$ cat config.mk
export PLATFORM = sky130hd
export DESIGN_NAME = rwd_reset_ctrl
export DESIGN_NICKNAME = d
export VERILOG_FILES = /design/src/logic/rwd_pkg.sv /design/src/logic/rwd_wdt_if.sv /design/src/logic/rwd_pin_filter.sv /design/src/logic/rwd_watchdog.sv /design/src/logic/rwd_reset_ctrl.sv
export SDC_FILE = /design/constraint.sdc
export NUM_CORES = 1
export LEC_CHECK = 0
export BUFFER_PORTS_ARGS = -buffer_cell sky130_fd_sc_hd__buf_2
export CAP_MARGIN = 10
export CORE_MARGIN = 2
export CORE_UTILIZATION = 60
export CTS_CLUSTER_SIZE = 25
export DETAILED_ROUTE_END_ITERATION = 6
export PLACE_DENSITY = 0.82
export SLEW_MARGIN = 20
export SYNTH_ARGS = -nofsm -noshare
export SYNTH_HDL_FRONTEND = slang
export SYNTH_SLANG_ARGS = --single-unit
$ cat constraint.sdc
create_clock -name clk_i -period 4.74 [get_ports clk_i]
set_clock_uncertainty 0.05 [all_clocks]
set_input_delay 0.237 -clock clk_i [delete_from_list [all_inputs] [get_ports clk_i]]
set_output_delay 0.237 -clock clk_i [all_outputs]
set_load 0.005 [all_outputs]
$ cat src/logic/rwd_pkg.sv
// rwd_pkg: register map, field positions, reset values and timing counts of the
// reset and watchdog controller. Assumes a 10 MHz system clock.
package rwd_pkg;
	// register byte offsets on the wishbone slave
	localparam logic [3:0] ADDR_PCR = 4'h0;
	localparam logic [3:0] ADDR_WCR = 4'h4;
	localparam logic [3:0] ADDR_IRQ_STAT = 4'h8;
	localparam logic [3:0] ADDR_IRQ_MASK = 4'hC;
	localparam int ADR_W = 4;

	// power_control_reg fields
	localparam int PCR_LOW_VOLTAGE_FLAG_BIT = 5;
	localparam int PCR_POF_BIT = 4;
	localparam logic [7:0] PCR_RST = 8'h10;
	localparam logic [7:0] PCR_PLAIN_MASK = 8'hCF;

	// watchdog_control_reg fields
	localparam int WCR_FLAG_BIT = 7;
	localparam int WCR_RUN_BIT = 5;
	localparam int WCR_KICK_BIT = 4;
	localparam int WCR_IDLE_BIT = 3;
	localparam int WCR_PS_LSB = 0;
	localparam int PS_W = 3;
	localparam logic [7:0] WCR_RST = 8'h00;

	// interrupt status and mask layout
	localparam int IRQ_WDT_BIT = 0;
	localparam int IRQ_LVD_BIT = 1;
	localparam int IRQ_PIN_BIT = 2;
	localparam int IRQ_POR_BIT = 3;
	localparam int IRQ_W = 4;
	localparam logic [IRQ_W-1:0] IRQ_MASK_RST = 4'h0;

	// timing
	localparam int CLK_HZ = 10_000_000;
	localparam int MACHINE_CLKS = 12;
	localparam int PRESCALE_W = 8;
	localparam int WDT_CNT_W = 15;
	localparam int PIN_MIN_CLKS = 24;
	localparam int PIN_EXTRA_NS = 10_000;
	localparam int PIN_FILTER_CLKS = PIN_MIN_CLKS
		+ (PIN_EXTRA_NS * (CLK_HZ / 1_000_000) + 999) / 1000;
	localparam int POR_DELAY_CLKS = 32768;
	localparam int RESET_HOLD_CLKS = PIN_MIN_CLKS;
endpackage

$ cat src/logic/rwd_wdt_if.sv
// rwd_wdt_if: control and event signals between the controller and its watchdog.
// Assumes both ends share clk_i and the clock enable.
`timescale 1ns/1ns
interface rwd_wdt_if;
	logic count_en;
	logic kick;
	logic clear;
	logic [rwd_pkg::PS_W-1:0] prescale;
	logic overflow;

	modport ctrl (output count_en, output kick, output clear, output prescale, input overflow);
	modport wdt (input count_en, input kick, input clear, input prescale, output overflow);
endinterface

$ cat src/logic/rwd_pin_filter.sv
// rwd_pin_filter: two-stage synchroniser and stability filter for an asynchronous pin.
// Assumes the pin is held stable for FILTER_CLKS cycles before a change counts.
`timescale 1ns/1ns
module rwd_pin_filter #(
	parameter int FILTER_CLKS = rwd_pkg::PIN_FILTER_CLKS
)(
	// clock and reset
	input wire logic clk_i,
	input wire logic rst_i,
	input wire logic ce_i,
	// pin and filtered level
	input wire logic pin_i,
	output logic level_o
);
	localparam int CW = $clog2(FILTER_CLKS + 1);
	localparam logic [CW-1:0] LAST = CW'(FILTER_CLKS - 1);

	logic meta;
	logic sync;
	logic [CW-1:0] stable_cnt;

	always_ff @(posedge clk_i)
	begin
		if (rst_i)
		begin
			meta <= 1'b0;
			sync <= 1'b0;
		end
		else if (ce_i)
		begin
			meta <= pin_i;
			sync <= meta;
		end
	end

	// short glitches restart the count and never reach the level
	always_ff @(posedge clk_i)
	begin
		if (rst_i)
		begin
			stable_cnt <= '0;
			level_o <= 1'b0;
		end
		else if (ce_i)
		begin
			if (sync == level_o)
				stable_cnt <= '0;
			else if (stable_cnt == LAST)
			begin
				stable_cnt <= '0;
				level_o <= sync;
			end
			else
				stable_cnt <= stable_cnt + 1'b1;
		end
	end
endmodule

$ cat src/logic/rwd_watchdog.sv
// rwd_watchdog: machine-cycle divider, selectable prescaler and 15-bit counter.
// Assumes the controller gates counting and drives the kick as a one-cycle pulse.
`timescale 1ns/1ns
module rwd_watchdog #(
	parameter int MC_CLKS = rwd_pkg::MACHINE_CLKS,
	parameter int PRE_W = rwd_pkg::PRESCALE_W,
	parameter int CNT_W = rwd_pkg::WDT_CNT_W
)(
	// clock and reset
	input wire logic clk_i,
	input wire logic rst_i,
	input wire logic ce_i,
	// controller side
	rwd_wdt_if.wdt wif
);
	localparam int MW = $clog2(MC_CLKS);
	localparam logic [MW-1:0] MC_LAST = MW'(MC_CLKS - 1);

	logic [MW-1:0] mc_cnt;
	logic [PRE_W-1:0] pre_cnt;
	logic [CNT_W-1:0] wdt_cnt;
	logic mc_tick;
	logic pre_tick;

	// division of 2 to the power of field plus one
	function automatic logic [PRE_W-1:0] pre_mask(input logic [rwd_pkg::PS_W-1:0] ps);
		pre_mask = PRE_W'((9'h002 << ps) - 9'h001);
	endfunction

	assign mc_tick = (mc_cnt == MC_LAST);
	assign pre_tick = mc_tick && ((pre_cnt & pre_mask(wif.prescale)) == pre_mask(wif.prescale));

	always_ff @(posedge clk_i)
	begin
		if (rst_i || (ce_i && (wif.kick || wif.clear)))
		begin
			mc_cnt <= '0;
			pre_cnt <= '0;
			wdt_cnt <= '0;
		end
		else if (ce_i && wif.count_en)
		begin
			mc_cnt <= mc_tick ? '0 : mc_cnt + 1'b1;
			if (mc_tick)
				pre_cnt <= pre_tick ? '0 : pre_cnt + 1'b1;
			if (pre_tick)
				wdt_cnt <= wdt_cnt + 1'b1;
		end
	end

	always_ff @(posedge clk_i)
	begin
		if (rst_i)
			wif.overflow <= 1'b0;
		else if (ce_i)
			wif.overflow <= wif.count_en && !wif.kick && !wif.clear && pre_tick
				&& (&wdt_cnt);
	end
endmodule

$ cat src/logic/rwd_reset_ctrl.sv
// rwd_reset_ctrl: reset merger, power flags and watchdog control behind a wishbone slave.
// Assumes pin, supply-detect and low-voltage inputs are asynchronous; the soft reset
// request and the idle indication come from logic on clk_i.
//
// Added by the designer: the Wishbone interface to the registers and the placing of the registers.
`timescale 1ns/1ns
module rwd_reset_ctrl #(
	parameter int POR_DELAY_CLKS = rwd_pkg::POR_DELAY_CLKS,
	parameter int WDT_MC_CLKS = rwd_pkg::MACHINE_CLKS,
	parameter int WDT_CNT_W = rwd_pkg::WDT_CNT_W
)(
	// clock and reset
	input wire logic clk_i,
	input wire logic rst_i,
	input wire logic ce_i,
	// wishbone slave
	input wire logic cyc_i,
	input wire logic stb_i,
	input wire logic we_i,
	input wire logic [rwd_pkg::ADR_W-1:0] adr_i,
	input wire logic [3:0] sel_i,
	input wire logic [31:0] dat_i,
	output logic [31:0] dat_o,
	output logic ack_o,
	// reset sources and conditions
	input wire logic reset_pin_i,
	input wire logic supply_low_i,
	input wire logic low_voltage_i,
	input wire logic soft_reset_req_i,
	input wire logic cpu_idle_i,
	// results
	output logic chip_reset_o,
	output logic irq_o
);
	localparam int PW = $clog2(POR_DELAY_CLKS + 1);
	localparam logic [PW-1:0] POR_LAST = PW'(POR_DELAY_CLKS - 1);
	localparam int HW = $clog2(rwd_pkg::RESET_HOLD_CLKS + 1);
	localparam logic [HW-1:0] HOLD_LOAD = HW'(rwd_pkg::RESET_HOLD_CLKS);

	rwd_wdt_if wif ();

	logic pin_level;
	logic por_meta;
	logic por_sync;
	logic lv_meta;
	logic lv_sync;
	logic por_seen;
	logic [PW-1:0] por_cnt;
	logic por_busy;
	logic [HW-1:0] hold_cnt;
	logic pin_level_d;
	logic [7:0] pcr_plain;
	logic power_on_flag;
	logic low_voltage_flag;
	logic watchdog_reset_flag;
	logic watchdog_run;
	logic watchdog_in_sleep;
	logic [rwd_pkg::PS_W-1:0] watchdog_prescale;
	logic [rwd_pkg::IRQ_W-1:0] irq_stat;
	logic [rwd_pkg::IRQ_W-1:0] irq_mask;
	logic [rwd_pkg::IRQ_W-1:0] irq_event;
	logic bus_req;
	logic wr_lane;
	logic pcr_wr;
	logic wcr_wr;
	logic stat_wr;
	logic mask_wr;
	logic [7:0] next_dat;
	logic next_chip_reset;

	// reset pin filter
	rwd_pin_filter u_pin (
		.clk_i(clk_i),
		.rst_i(rst_i),
		.ce_i(ce_i),
		.pin_i(reset_pin_i),
		.level_o(pin_level)
	);

	rwd_watchdog #(.MC_CLKS(WDT_MC_CLKS), .CNT_W(WDT_CNT_W)) u_wdt (
		.clk_i(clk_i),
		.rst_i(rst_i),
		.ce_i(ce_i),
		.wif(wif)
	);

	// asynchronous supply conditions
	always_ff @(posedge clk_i)
	begin
		if (rst_i)
		begin
			por_meta <= 1'b0;
			por_sync <= 1'b0;
			lv_meta <= 1'b0;
			lv_sync <= 1'b0;
		end
		else if (ce_i)
		begin
			por_meta <= supply_low_i;
			por_sync <= por_meta;
			lv_meta <= low_voltage_i;
			lv_sync <= lv_meta;
		end
	end

	// bus decode; only the low byte lane carries register data
	assign bus_req = cyc_i && stb_i && !ack_o;
	assign wr_lane = bus_req && we_i && sel_i[0] && ce_i;
	assign pcr_wr = wr_lane && adr_i == rwd_pkg::ADDR_PCR;
	assign wcr_wr = wr_lane && adr_i == rwd_pkg::ADDR_WCR;
	assign stat_wr = wr_lane && adr_i == rwd_pkg::ADDR_IRQ_STAT;
	assign mask_wr = wr_lane && adr_i == rwd_pkg::ADDR_IRQ_MASK;

	// power-on delay; rst_i counts as a power-up, so the delay also runs after it
	always_ff @(posedge clk_i)
	begin
		if (rst_i)
		begin
			por_seen <= 1'b1;
			por_cnt <= '0;
		end
		else if (ce_i)
		begin
			if (por_sync)
			begin
				por_seen <= 1'b1;
				por_cnt <= '0;
			end
			else if (por_seen)
			begin
				if (por_cnt == POR_LAST)
					por_seen <= 1'b0;
				else
					por_cnt <= por_cnt + 1'b1;
			end
		end
	end
	assign por_busy = por_seen;

	// watchdog and software resets stretched so the whole chip sees them
	always_ff @(posedge clk_i)
	begin
		if (rst_i)
			hold_cnt <= '0;
		else if (ce_i)
		begin
			if (wif.overflow || soft_reset_req_i)
				hold_cnt <= HOLD_LOAD;
			else if (hold_cnt != '0)
				hold_cnt <= hold_cnt - 1'b1;
		end
	end

	// low pin level contributes nothing
	assign next_chip_reset = pin_level || por_sync || por_busy || wif.overflow
		|| soft_reset_req_i || hold_cnt != '0;

	always_ff @(posedge clk_i)
	begin
		if (rst_i)
			chip_reset_o <= 1'b1;
		else if (ce_i)
			chip_reset_o <= next_chip_reset;
	end

	// power control flags: hardware set wins over a clearing write
	always_ff @(posedge clk_i)
	begin
		if (rst_i)
		begin
			power_on_flag <= rwd_pkg::PCR_RST[rwd_pkg::PCR_POF_BIT];
			low_voltage_flag <= rwd_pkg::PCR_RST[rwd_pkg::PCR_LOW_VOLTAGE_FLAG_BIT];
			pcr_plain <= rwd_pkg::PCR_RST & rwd_pkg::PCR_PLAIN_MASK;
		end
		else if (ce_i)
		begin
			if (por_sync)
				power_on_flag <= 1'b1;
			else if (pcr_wr && !dat_i[rwd_pkg::PCR_POF_BIT])
				power_on_flag <= 1'b0;
			if (lv_sync)
				low_voltage_flag <= 1'b1;
			else if (pcr_wr && !dat_i[rwd_pkg::PCR_LOW_VOLTAGE_FLAG_BIT])
				low_voltage_flag <= 1'b0;
			if (chip_reset_o)
				pcr_plain <= rwd_pkg::PCR_RST & rwd_pkg::PCR_PLAIN_MASK;
			else if (pcr_wr)
				pcr_plain <= dat_i[7:0] & rwd_pkg::PCR_PLAIN_MASK;
		end
	end

	// watchdog control; the flag survives the reset that it reports
	always_ff @(posedge clk_i)
	begin
		if (rst_i)
			watchdog_reset_flag <= rwd_pkg::WCR_RST[rwd_pkg::WCR_FLAG_BIT];
		else if (ce_i)
		begin
			if (wif.overflow)
				watchdog_reset_flag <= 1'b1;
			else if (wcr_wr && !dat_i[rwd_pkg::WCR_FLAG_BIT])
				watchdog_reset_flag <= 1'b0;
		end
	end

	always_ff @(posedge clk_i)
	begin
		if (rst_i)
		begin
			watchdog_run <= rwd_pkg::WCR_RST[rwd_pkg::WCR_RUN_BIT];
			watchdog_in_sleep <= rwd_pkg::WCR_RST[rwd_pkg::WCR_IDLE_BIT];
			watchdog_prescale <= rwd_pkg::WCR_RST[rwd_pkg::WCR_PS_LSB +: rwd_pkg::PS_W];
		end
		else if (ce_i)
		begin
			if (chip_reset_o)
			begin
				watchdog_run <= rwd_pkg::WCR_RST[rwd_pkg::WCR_RUN_BIT];
				watchdog_in_sleep <= rwd_pkg::WCR_RST[rwd_pkg::WCR_IDLE_BIT];
				watchdog_prescale <= rwd_pkg::WCR_RST[rwd_pkg::WCR_PS_LSB +: rwd_pkg::PS_W];
			end
			else if (wcr_wr)
			begin
				watchdog_run <= dat_i[rwd_pkg::WCR_RUN_BIT];
				watchdog_in_sleep <= dat_i[rwd_pkg::WCR_IDLE_BIT];
				watchdog_prescale <= dat_i[rwd_pkg::WCR_PS_LSB +: rwd_pkg::PS_W];
			end
		end
	end

	// kick is a write strobe, never stored, so it always reads as zero
	assign wif.kick = wcr_wr && dat_i[rwd_pkg::WCR_KICK_BIT];
	assign wif.clear = chip_reset_o;
	assign wif.prescale = watchdog_prescale;
	assign wif.count_en = watchdog_run && !(cpu_idle_i && !watchdog_in_sleep);

	// interrupt status, write one to clear, new event wins
	always_ff @(posedge clk_i)
	begin
		if (rst_i)
			pin_level_d <= 1'b0;
		else if (ce_i)
			pin_level_d <= pin_level;
	end

	assign irq_event[rwd_pkg::IRQ_WDT_BIT] = wif.overflow;
	assign irq_event[rwd_pkg::IRQ_LVD_BIT] = lv_sync && !low_voltage_flag;
	assign irq_event[rwd_pkg::IRQ_PIN_BIT] = pin_level && !pin_level_d;
	assign irq_event[rwd_pkg::IRQ_POR_BIT] = por_sync && !power_on_flag;

	always_ff @(posedge clk_i)
	begin
		if (rst_i)
		begin
			irq_stat <= '0;
			irq_mask <= rwd_pkg::IRQ_MASK_RST;
		end
		else if (ce_i)
		begin
			irq_stat <= (irq_stat & ~(stat_wr ? dat_i[rwd_pkg::IRQ_W-1:0] : '0)) | irq_event;
			if (mask_wr)
				irq_mask <= dat_i[rwd_pkg::IRQ_W-1:0];
		end
	end

	always_ff @(posedge clk_i)
	begin
		if (rst_i)
			irq_o <= 1'b0;
		else if (ce_i)
			irq_o <= |(irq_stat & irq_mask);
	end

	// read mux; unmapped offsets answer with zero
	always_comb
	begin
		next_dat = 8'h00;
		case (adr_i)
			rwd_pkg::ADDR_PCR:
			begin
				next_dat = pcr_plain;
				next_dat[rwd_pkg::PCR_POF_BIT] = power_on_flag;
				next_dat[rwd_pkg::PCR_LOW_VOLTAGE_FLAG_BIT] = low_voltage_flag;
			end
			rwd_pkg::ADDR_WCR:
			begin
				next_dat[rwd_pkg::WCR_FLAG_BIT] = watchdog_reset_flag;
				next_dat[rwd_pkg::WCR_RUN_BIT] = watchdog_run;
				next_dat[rwd_pkg::WCR_IDLE_BIT] = watchdog_in_sleep;
				next_dat[rwd_pkg::WCR_PS_LSB +: rwd_pkg::PS_W] = watchdog_prescale;
			end
			rwd_pkg::ADDR_IRQ_STAT: next_dat = 8'(irq_stat);
			rwd_pkg::ADDR_IRQ_MASK: next_dat = 8'(irq_mask);
			default: next_dat = 8'h00;
		endcase
	end

	// one wait state: ack one edge after the request, dropped the next cycle
	always_ff @(posedge clk_i)
	begin
		if (rst_i)
		begin
			ack_o <= 1'b0;
			dat_o <= 32'h0000_0000;
		end
		else if (ce_i)
		begin
			ack_o <= bus_req;
			if (bus_req && !we_i)
				dat_o <= {24'h00_0000, next_dat};
		end
	end
endmodule

==> results of run 1 <==
==> through the flow <==
| stage | total power [mW] | setup slack, ns |
|---|---|---|
| final | 1.577 | 1.820 |
| after global routing | 1.638 | 1.722 |
| after CTS | 1.580 | 1.818 |
| after detailed placement | 0.9478 | 1.842 |
| after global placement | 0.9443 | 1.930 |
| after floorplan | 0.9343 | 2.028 |
==> placed cells by master (no fill, tap or decap), types with 6 or more instances in the layout <==
master    Yosys  final
nor3_1       16     16
xor2_1        6      6
conb_1        1     24
clkbuf_8      0      9
nand4_1      15     15
nand3_1      22     22
o21ai_0      21     21
o31ai_1      13     13
nor3b_1       7      7
ha_1          8      8
or3_1         8      8
mux2i_1      19     19
and3_1        9      9
inv_1        15     15
buf_2         4     34
nand2b_1      7      7
or4_1        19     19
nand2_1      43     43
dfxtp_1      98     98
nor2_1       70     70
a21oi_1      48     48
nor4_1        8      8
a22oi_1      13     13
nand3b_1      6      6
==> layout make-up <==
cell class              instances  area, um2  area share, %
clock buffers                  10      127.6          2.401
clock inverters                 6      115.1          2.165
inverters                      15      56.30          1.059
multi-input cells             445       2704          50.86
flip-flops and latches         98       1962          36.90
well taps                     105      131.4          2.471
repair buffers                 38      220.2          4.142
==> per-layer routing <==
| layer | up-vias | routed length (um) | track usage [%] | part of all wire [%] |
|---|---|---|---|---|
| met5 | - | 0 | 0 | 0 |
| met4 | 0 | 199 | 9.662 | 1.9 |
| met3 | 20 | 577 | 4.868 | 5.5 |
| met2 | 147 | 5156 | 40.01 | 49 |
| met1 | 1982 | 4584 | 31.90 | 44 |
| li1 | 2150 | - | - | - |
==> flip-flops by register name, indices dropped and copies added, names as in the netlist, 3 cells and up <==
| signal | count |
|---|---|
| hold_cnt | 5 |
| dat_o | 8 |
| u_wdt.pre_cnt | 8 |
| u_wdt.mc_cnt | 4 |
| irq_stat | 4 |
| pcr_plain | 6 |
| u_wdt.wdt_cnt | 15 |
| irq_mask | 4 |
| watchdog_prescale | 3 |
| por_cnt | 16 |
| u_pin.stable_cnt | 7 |
==> cell usage after synthesis (15+ instances only) <==
cell and n:
nand3_1 22, or4_1 19, mux2i_1 19, buf_4 24, nand2_1 43, clkbuf_1 23
nor2_1 70, o21ai_0 21, a21oi_1 48, inv_1 15, dfxtp_1 98, nand4_1 15
nor3_1 16
==> power groups by stage <==
stage               clock (mW)  combinational, mW  sequential, mW
floorplan                    0             0.0772           0.857
global placement             0             0.0852           0.859
detailed placement           0             0.0883           0.860
CTS                      0.651             0.0886           0.840
global route             0.693              0.103           0.842
finish                   0.644             0.0923           0.840
==> path summary, 6_finish.rpt <==
path / from / end / slack, ns
max: watchdog_prescale[1]$_SDFFE_PP0P_ / u_wdt.wdt_cnt[12]$_SDFFE_PP0P_ / 1.82
min: reset_pin_i / u_pin.meta$_SDFFE_PP0P_ / 0.05
max reg2reg: watchdog_prescale[1]$_SDFFE_PP0P_ / u_wdt.wdt_cnt[12]$_SDFFE_PP0P_ / 1.82
min reg2reg: dat_o[6]$_SDFFE_PP0P_ / dat_o[6]$_SDFFE_PP0P_ / 0.41
==> kinds of logic (layout without fill, tap and decap cells) <==
| group | after synthesis | in the layout | share of synthesized area (%) |
|---|---|---|---|
| xor+xnor | 11 | 11 | 1.954 |
| fa+ha+maj | 8 | 8 | 2.031 |
| buf+inv | 68 | 69 | 7.259 |
| flops | 98 | 98 | 39.80 |
| other cells | 1 | 24 | 0.07607 |
| simple gates | 249 | 249 | 26.29 |
| compound gates | 129 | 129 | 16.60 |
| mux | 24 | 24 | 5.990 |
==> critical path: stages, from the launching register on <==
cell	delay [ns]
dfxtp_1	0.43
or3_1	0.40
ha_1	0.25
and2b_1	0.17
mux2_4	0.29
or4_1	0.66
or4_1	0.44
a21oi_1	0.16
==> metrics.csv, run 1 <==
metric,value,unit
power_frac_clock,40.8,%
die_h,94.65,um
cts_resized,0,
cts_hold_buf,0,
die_w,94.65,um
cts_setup_buffers,0,
hp-class,input pin to flop,
utilization,65.69,%
fin_area,0.005316,mm2
yosysUniqueCellTypes,58,
dr.pass1.iters,5,
yosysSeqAreaShare,39.80,%
cts.sinks,98,
synthArstFlopShare,0,%
syn_avg_cell_area,8.384,um2
rsz0062_at_grt,no,
hold_viol_final,0,
synthFlopType,dfxtp_1,
p_sw,0.3590,mW
synth_edf_count,0,
routedWlPerCell,14.67,um
grt_max_degree,65,
status,finished clean,
dp_cells,700,
clock.fmax,342.5,MHz
sw_frac_of_total,22.77,%
cts_buffers,9,
dp_hpwl,7416,um
drv_slew,0,
dpl_cell_area,0.005046,mm2
leakage,1.896,nW
p_int,1.218,mW
area_growth,7.843,%
finalCritPeriodShare,61.60,%
max_cap_violations,0,
cp-start-kind,flop,
drc,0,
cp.required,4.99,ns
ys_ff_latch,98,
tns,0,ns
clock_path_buffers,2,
final_cells,717,
place.gp.congestion,0.8738,
fin_nets,666,
cts_root_buffer,clkbuf_8,
ir_drop,235.6,uV
synth_area_leaders,"dfxtp_1 (40%), nor2_1 (5.3%), a21oi_1 (4.9%)",
wirelength,10520,um
crit_fanout,10,
reg2reg_depth,7,
gr-total-overflow,0,
drive_above_1_share,10.46,%
grt_pass1_vias,3882,
synthCells,588,
rows,33,
clk_pin_slew,0.09,ns
pin_count,86,
die-area,0.008958,mm2
tightest_slew,0.8892,ns
netlist_area,0.004930,mm2
via_count,4299,
antenna_found_initial,0,
drtIter0Drc,297,
htree_levels,3,
powerDensity,296.6,mW/mm2
slew_headroom,39.78,%
diodes,0,
path_class,flop to flop,
yosysTopAreaCell,dfxtp_1,
min_period,2.920,ns
end_kind,flop,
p_seq_share,53.3,%
core_area,0.008093,mm2
clock_latency,0.38,ns
min_path_cells,3,
grt_pass1_wl,17570,um
arrival,3.17,ns
cts_tree,done,
grtUsageTotal,24.50,%
initial_utilization,60.92,%
synthDominantCellAreaShare,39.80,%
io_buffers,34,
power_frac_comb,5.9,%
synth_warnings,0,
setup_violations,0,
whs,0.05248,ns
drt-vias-per-instance,5.996,
ant_nets,0,
fillers,678,
No activity file was read; power rests on OpenSTA's default activity.
==> inputs of run 2 (changes only) <==
CORE_UTILIZATION = 56   (was 60)
PLACE_DENSITY = 0.77   (was 0.82)
clock period = 2.8 ns   (was 4.74 ns; I/O delays follow)
==> run 2 against run 1 <==
  * Non-clock buffer count rose by 12
  * Largest power group unchanged
  * First-iteration DRC count decreased by 11%
  * Highest routed layer unchanged
  * Largest cell class unchanged
  * Critical endpoint is now u_wdt.wif.overflow$_SDFFE_PP0P_
  * Wire length up 3.5%
==> metrics.csv, run 2 (synthesized netlist as in run 1, its figures left out) <==
metric,value,unit
ant_nets,0,
drc,0,
dr.pass1.iters,5,
fillers,730,
cp-start-kind,flop,
initial_utilization,57.08,%
max_cap_violations,0,
htree_levels,3,
area_growth,9.899,%
rsz0062_at_grt,no,
largest_register_ff_count,16,
drv_slew,0,
pin_count,86,
r2r_slack,0.16,ns
cts.sinks,98,
setup_slack,0.1597,ns
final_common_cell,dfxtp_1,
powerDensity,498.7,mW/mm2
clk_pin_slew,0.10,ns
dp_slack,0.05338,ns
drtIter0Drc,264,
hp-class,input pin to flop,
largest-register,por_cnt,
grt_max_degree,34,
dp_cells,711,
slew_headroom,47.62,%
die_w,97.83,um
tightest_slew,0.7785,ns
path_class,flop to flop,
leakage,1.952,nW
rows,34,
routedWlPerCell,14.87,um
ir_drop,386.5,uV
whs,0.01834,ns
place.gp.congestion,0.8474,
via_count,4451,
tns,0,ns
dpl_cell_area,0.005110,mm2
grtUsageTotal,22.87,%
status,finished clean,
min_period,2.640,ns
utilization,62.74,%
clock.fmax,378.7,MHz
cts_setup_buffers,0,
dp_hpwl,7649,um
die_h,97.83,um
grt_pass1_vias,4064,
end_kind,flop,
most-common-layout-cells,"dfxtp_1 (98), nor2_1 (69), a21oi_1 (48), nand2_1 (43), buf_2 (34)",
cp.required,3.04,ns
cts_root_buffer,clkbuf_8,
cts_buffers,9,
hold_viol_final,0,
fin_nets,678,
cts_tree,done,
gr-total-overflow,0,
finalCritPeriodShare,94.30,%
final_cells,732,
die-area,0.009570,mm2
core_area,0.008636,mm2
reg_top3,"por_cnt (16), u_wdt.wdt_cnt (15)",
grt_pass1_wl,18530,um
diodes,0,
arrival,2.88,ns
antenna_found_initial,0,
fin_area,0.005418,mm2
total_power,2.702,mW
drt-vias-per-instance,6.081,
setup_violations,0,
io_buffers,34,
clock_path_buffers,2,
clock_latency,0.36,ns
drive_above_1_share,12.02,%
crit_fanout,6,
wirelength,10890,um
-- run 2: path summary, 6_finish.rpt --
kind / startpoint / endpoint / cells after the start
setup / recovery: watchdog_prescale[0]$_SDFFE_PP0P_ / u_wdt.wif.overflow$_SDFFE_PP0P_ / 7
setup reg to reg: watchdog_prescale[0]$_SDFFE_PP0P_ / u_wdt.wif.overflow$_SDFFE_PP0P_ / 7
hold reg to reg: dat_o[4]$_SDFFE_PP0P_ / dat_o[4]$_SDFFE_PP0P_ / 2
hold / removal: dat_i[4] / power_on_flag$_SDFFE_PP1P_ / 3
-- run 2: power by group --
part	leakage (nW)	switching (mW)	internal [mW]	total, mW
Combinational	1.04	0.101	0.0593	0.161
Sequential	0.792	0.0138	1.41	1.42
Clock	0.123	0.498	0.620	1.12
Total	1.95	0.613	2.09	2.70
-- run 2: cell type report --
cell class / count / area, um2 / area share (%)
flip-flops and latches: 98 / 1962 / 36.21
multi-input cells: 445 / 2713 / 50.07
inverters: 15 / 56.30 / 1.039
repair buffers: 50 / 302.8 / 5.589
well taps: 108 / 135.1 / 2.494
clock buffers: 10 / 137.6 / 2.540
clock inverters: 6 / 111.4 / 2.055
-- run 2: timing repair --
item	4_1_cts	5_1_grt
resized for setup	0	3
endpoints found under the hold margin	5	0
setup endpoints to repair	0	5
hold buffers	5	0
-- run 2: metal layers --
metal  wire length, um  global-route usage, %  share of wire [%]  vias to the layer above
met5                 0                      0                  0                        -
met4               267                  9.829                2.5                        0
met3               514                  3.006                4.7                       24
met2              5290                  38.25                 49                      143
met1              4816                  29.74                 44                     2107
li1                  -                      -                  -                     2177
-- run 2: worst max-delay path, cell delays in order, from the launching register on --
cell and delay [ns]:
dfxtp_1 0.33, or3_1 0.37, ha_1 0.24, and2b_1 0.16, mux2_4 0.29, or4_1 0.52
or4_1 0.51, o21ai_0 0.10
==> inputs of run 3 (changes only) <==
CORE_ASPECT_RATIO = 1.75   (was default)
==> run 3 against run 2 <==
  * Register-to-register slack is essentially flat
  * Final cell count grew 0.96%
  * Die area grew 0.31%
  * Global-route usage grew 1.9 points
  * Power grew 7.6%
  * Count of clock-buffer cells in the layout is the same
  * Final area grew 1.0%
  * Worst setup slack lost 0.011 ns
  * Fmax shrank 0.42%
  * Flip-flop and latch count is the same
  * Critical path depth is the same
  * Largest cell class unchanged
==> metrics.csv, run 3 (synthesized netlist as in run 1, its figures left out) <==
metric,value,unit
drv_slew,0,
slew_headroom,51.71,%
fin_nets,676,
dr.pass1.iters,5,
powerDensity,531.0,mW/mm2
die_w,74.93,um
leakage,1.975,nW
largest-register,por_cnt,
pin_count,86,
cts.sinks,98,
largest_register_ff_count,16,
grt_pass1_vias,4279,
hold_viol_final,0,
crit_path_cell_trace,or3_1 -> ha_1 -> and2b_1 -> mux2_4 -> or4_4 -> or4_1 -> a21oi_1,
rsz0062_at_grt,no,
cp-start-kind,flop,
drtIter0Drc,334,
cts_root_buffer,clkbuf_16,
cp.required,3.02,ns
routedWlPerCell,15.04,um
drt-vias-per-instance,6.042,
path_class,flop to flop,
core_area,0.008615,mm2
htree_levels,3,
cts_buffers,9,
p_sw,0.6533,mW
gr-total-overflow,0,
reg_top3,"por_cnt (16), u_wdt.wdt_cnt (15)",
antenna_found_initial,0,
final_common_cell,dfxtp_1,
p_seq_share,49.0,%
diodes,0,
drive_above_1_share,11.58,%
ir_drop,496.0,uV
tightest_slew,0.7178,ns
setup_violations,0,
p_int,2.253,mW
power_frac_comb,5.5,%
power_frac_clock,45.5,%
ant_nets,0,
crit_fanout,8,
tns,0,ns
final_cells,739,
wirelength,11120,um
end_kind,flop,
grtUsageTotal,24.77,%
rows,45,
min_period,2.651,ns
area_growth,11.04,%
hp-class,input pin to flop,
place.gp.congestion,0.9114,
grt_max_degree,39,
arrival,2.87,ns
die-area,0.009599,mm2
max_stage_delay,0.59,ns
drc,0,
max_cap_violations,0,
clock_latency,0.34,ns
cts_tree,done,
io_buffers,34,
whs,0.004745,ns
finalCritPeriodShare,94.70,%
status,finished clean,
most-common-layout-cells,"dfxtp_1 (98), nor2_1 (70), a21oi_1 (48), nand2_1 (43), buf_2 (34)",
dp_hpwl,7904,um
sw_frac_of_total,22.48,%
clock.fmax,377.1,MHz
die_h,128.1,um
initial_utilization,57.23,%
critPathSlowestCell,or4_4,
clock_path_buffers,2,
dp_cells,720,
clk_pin_slew,0.07,ns
via_count,4465,
grt_pass1_wl,19060,um
run 3: cell types whose count changed in the layout (fill, tap and decap cells not counted), sizes merged:
cell / before / now
dlygate4sd3: 5 / 3
bufinv: 3 / 2
clkinv: 1 / 2
run 3: worst max-delay path: cells and delay by family (launching register included):
kind	cells	cell delay [ns]
simple gates	4	1.54
flops	1	0.31
mux	1	0.29
fa+ha+maj	1	0.24
compound gates	1	0.15
run 3: worst paths after layout:
path	startpoint	endpoint	slack, ns	cells after the start
worst max register to register	watchdog_prescale[0]$_SDFFE_PP0P_	u_wdt.wdt_cnt[12]$_SDFFE_PP0P_	0.15	7
worst min-delay path	dat_i[4]	power_on_flag$_SDFFE_PP1P_	0.005	3
worst min register to register	dat_o[4]$_SDFFE_PP0P_	dat_o[4]$_SDFFE_PP0P_	0.41	2
worst max-delay path	watchdog_prescale[0]$_SDFFE_PP0P_	u_wdt.wdt_cnt[12]$_SDFFE_PP0P_	0.15	7
run 3: metrics by stage:
stage	area (um2)	setup WS, ns	power (mW)	util, %
after floorplan	5016	0.08788	1.582	-
after global placement	5121	0.1537	1.602	59.45
after detailed placement	5121	0.06170	1.609	59.45
after CTS	5470	0.05340	2.922	63.50
after global routing	5474	0.05506	2.999	63.54
final	5474	0.1485	2.907	63.54
run 3: repair_timing:
item                                    4_1_cts  5_1_grt
endpoints found under the hold margin         3        0
hold buffers                                  3        0
endpoints found under the setup margin        0        4
gates resized for setup                       0        1
setup buffers                                 0        0
run 3: final cells by class:
type                       count  area, um2
sequential                    98       1962
timing repair buffer          48      282.8
tap                          117      146.4
multi-input combinational    445       2708
inverter                      15      56.30
clock buffer                  10      229.0
fill                         746       3141
clock inverter                 6      90.09
run 3: power groups by stage:
stage	clock network [mW]	logic, mW	registers, mW
2_1_floorplan	0	0.131	1.45
3_3_place_gp	0	0.148	1.45
3_5_place_dp	0	0.153	1.46
4_1_cts	1.34	0.160	1.42
5_1_grt	1.39	0.182	1.43
6_report	1.32	0.161	1.42
run 3: routing by layer:
metal | vias to the layer above | part of all wire, % | wire, um | track usage [%]
met5 | - | 0 | 0 | 0
met4 | 0 | 2.4 | 266 | 9.349
met3 | 26 | 4.0 | 446 | 4.167
met2 | 137 | 54 | 6031 | 44.32
met1 | 2138 | 39 | 4371 | 28.36
li1 | 2164 | - | - | -
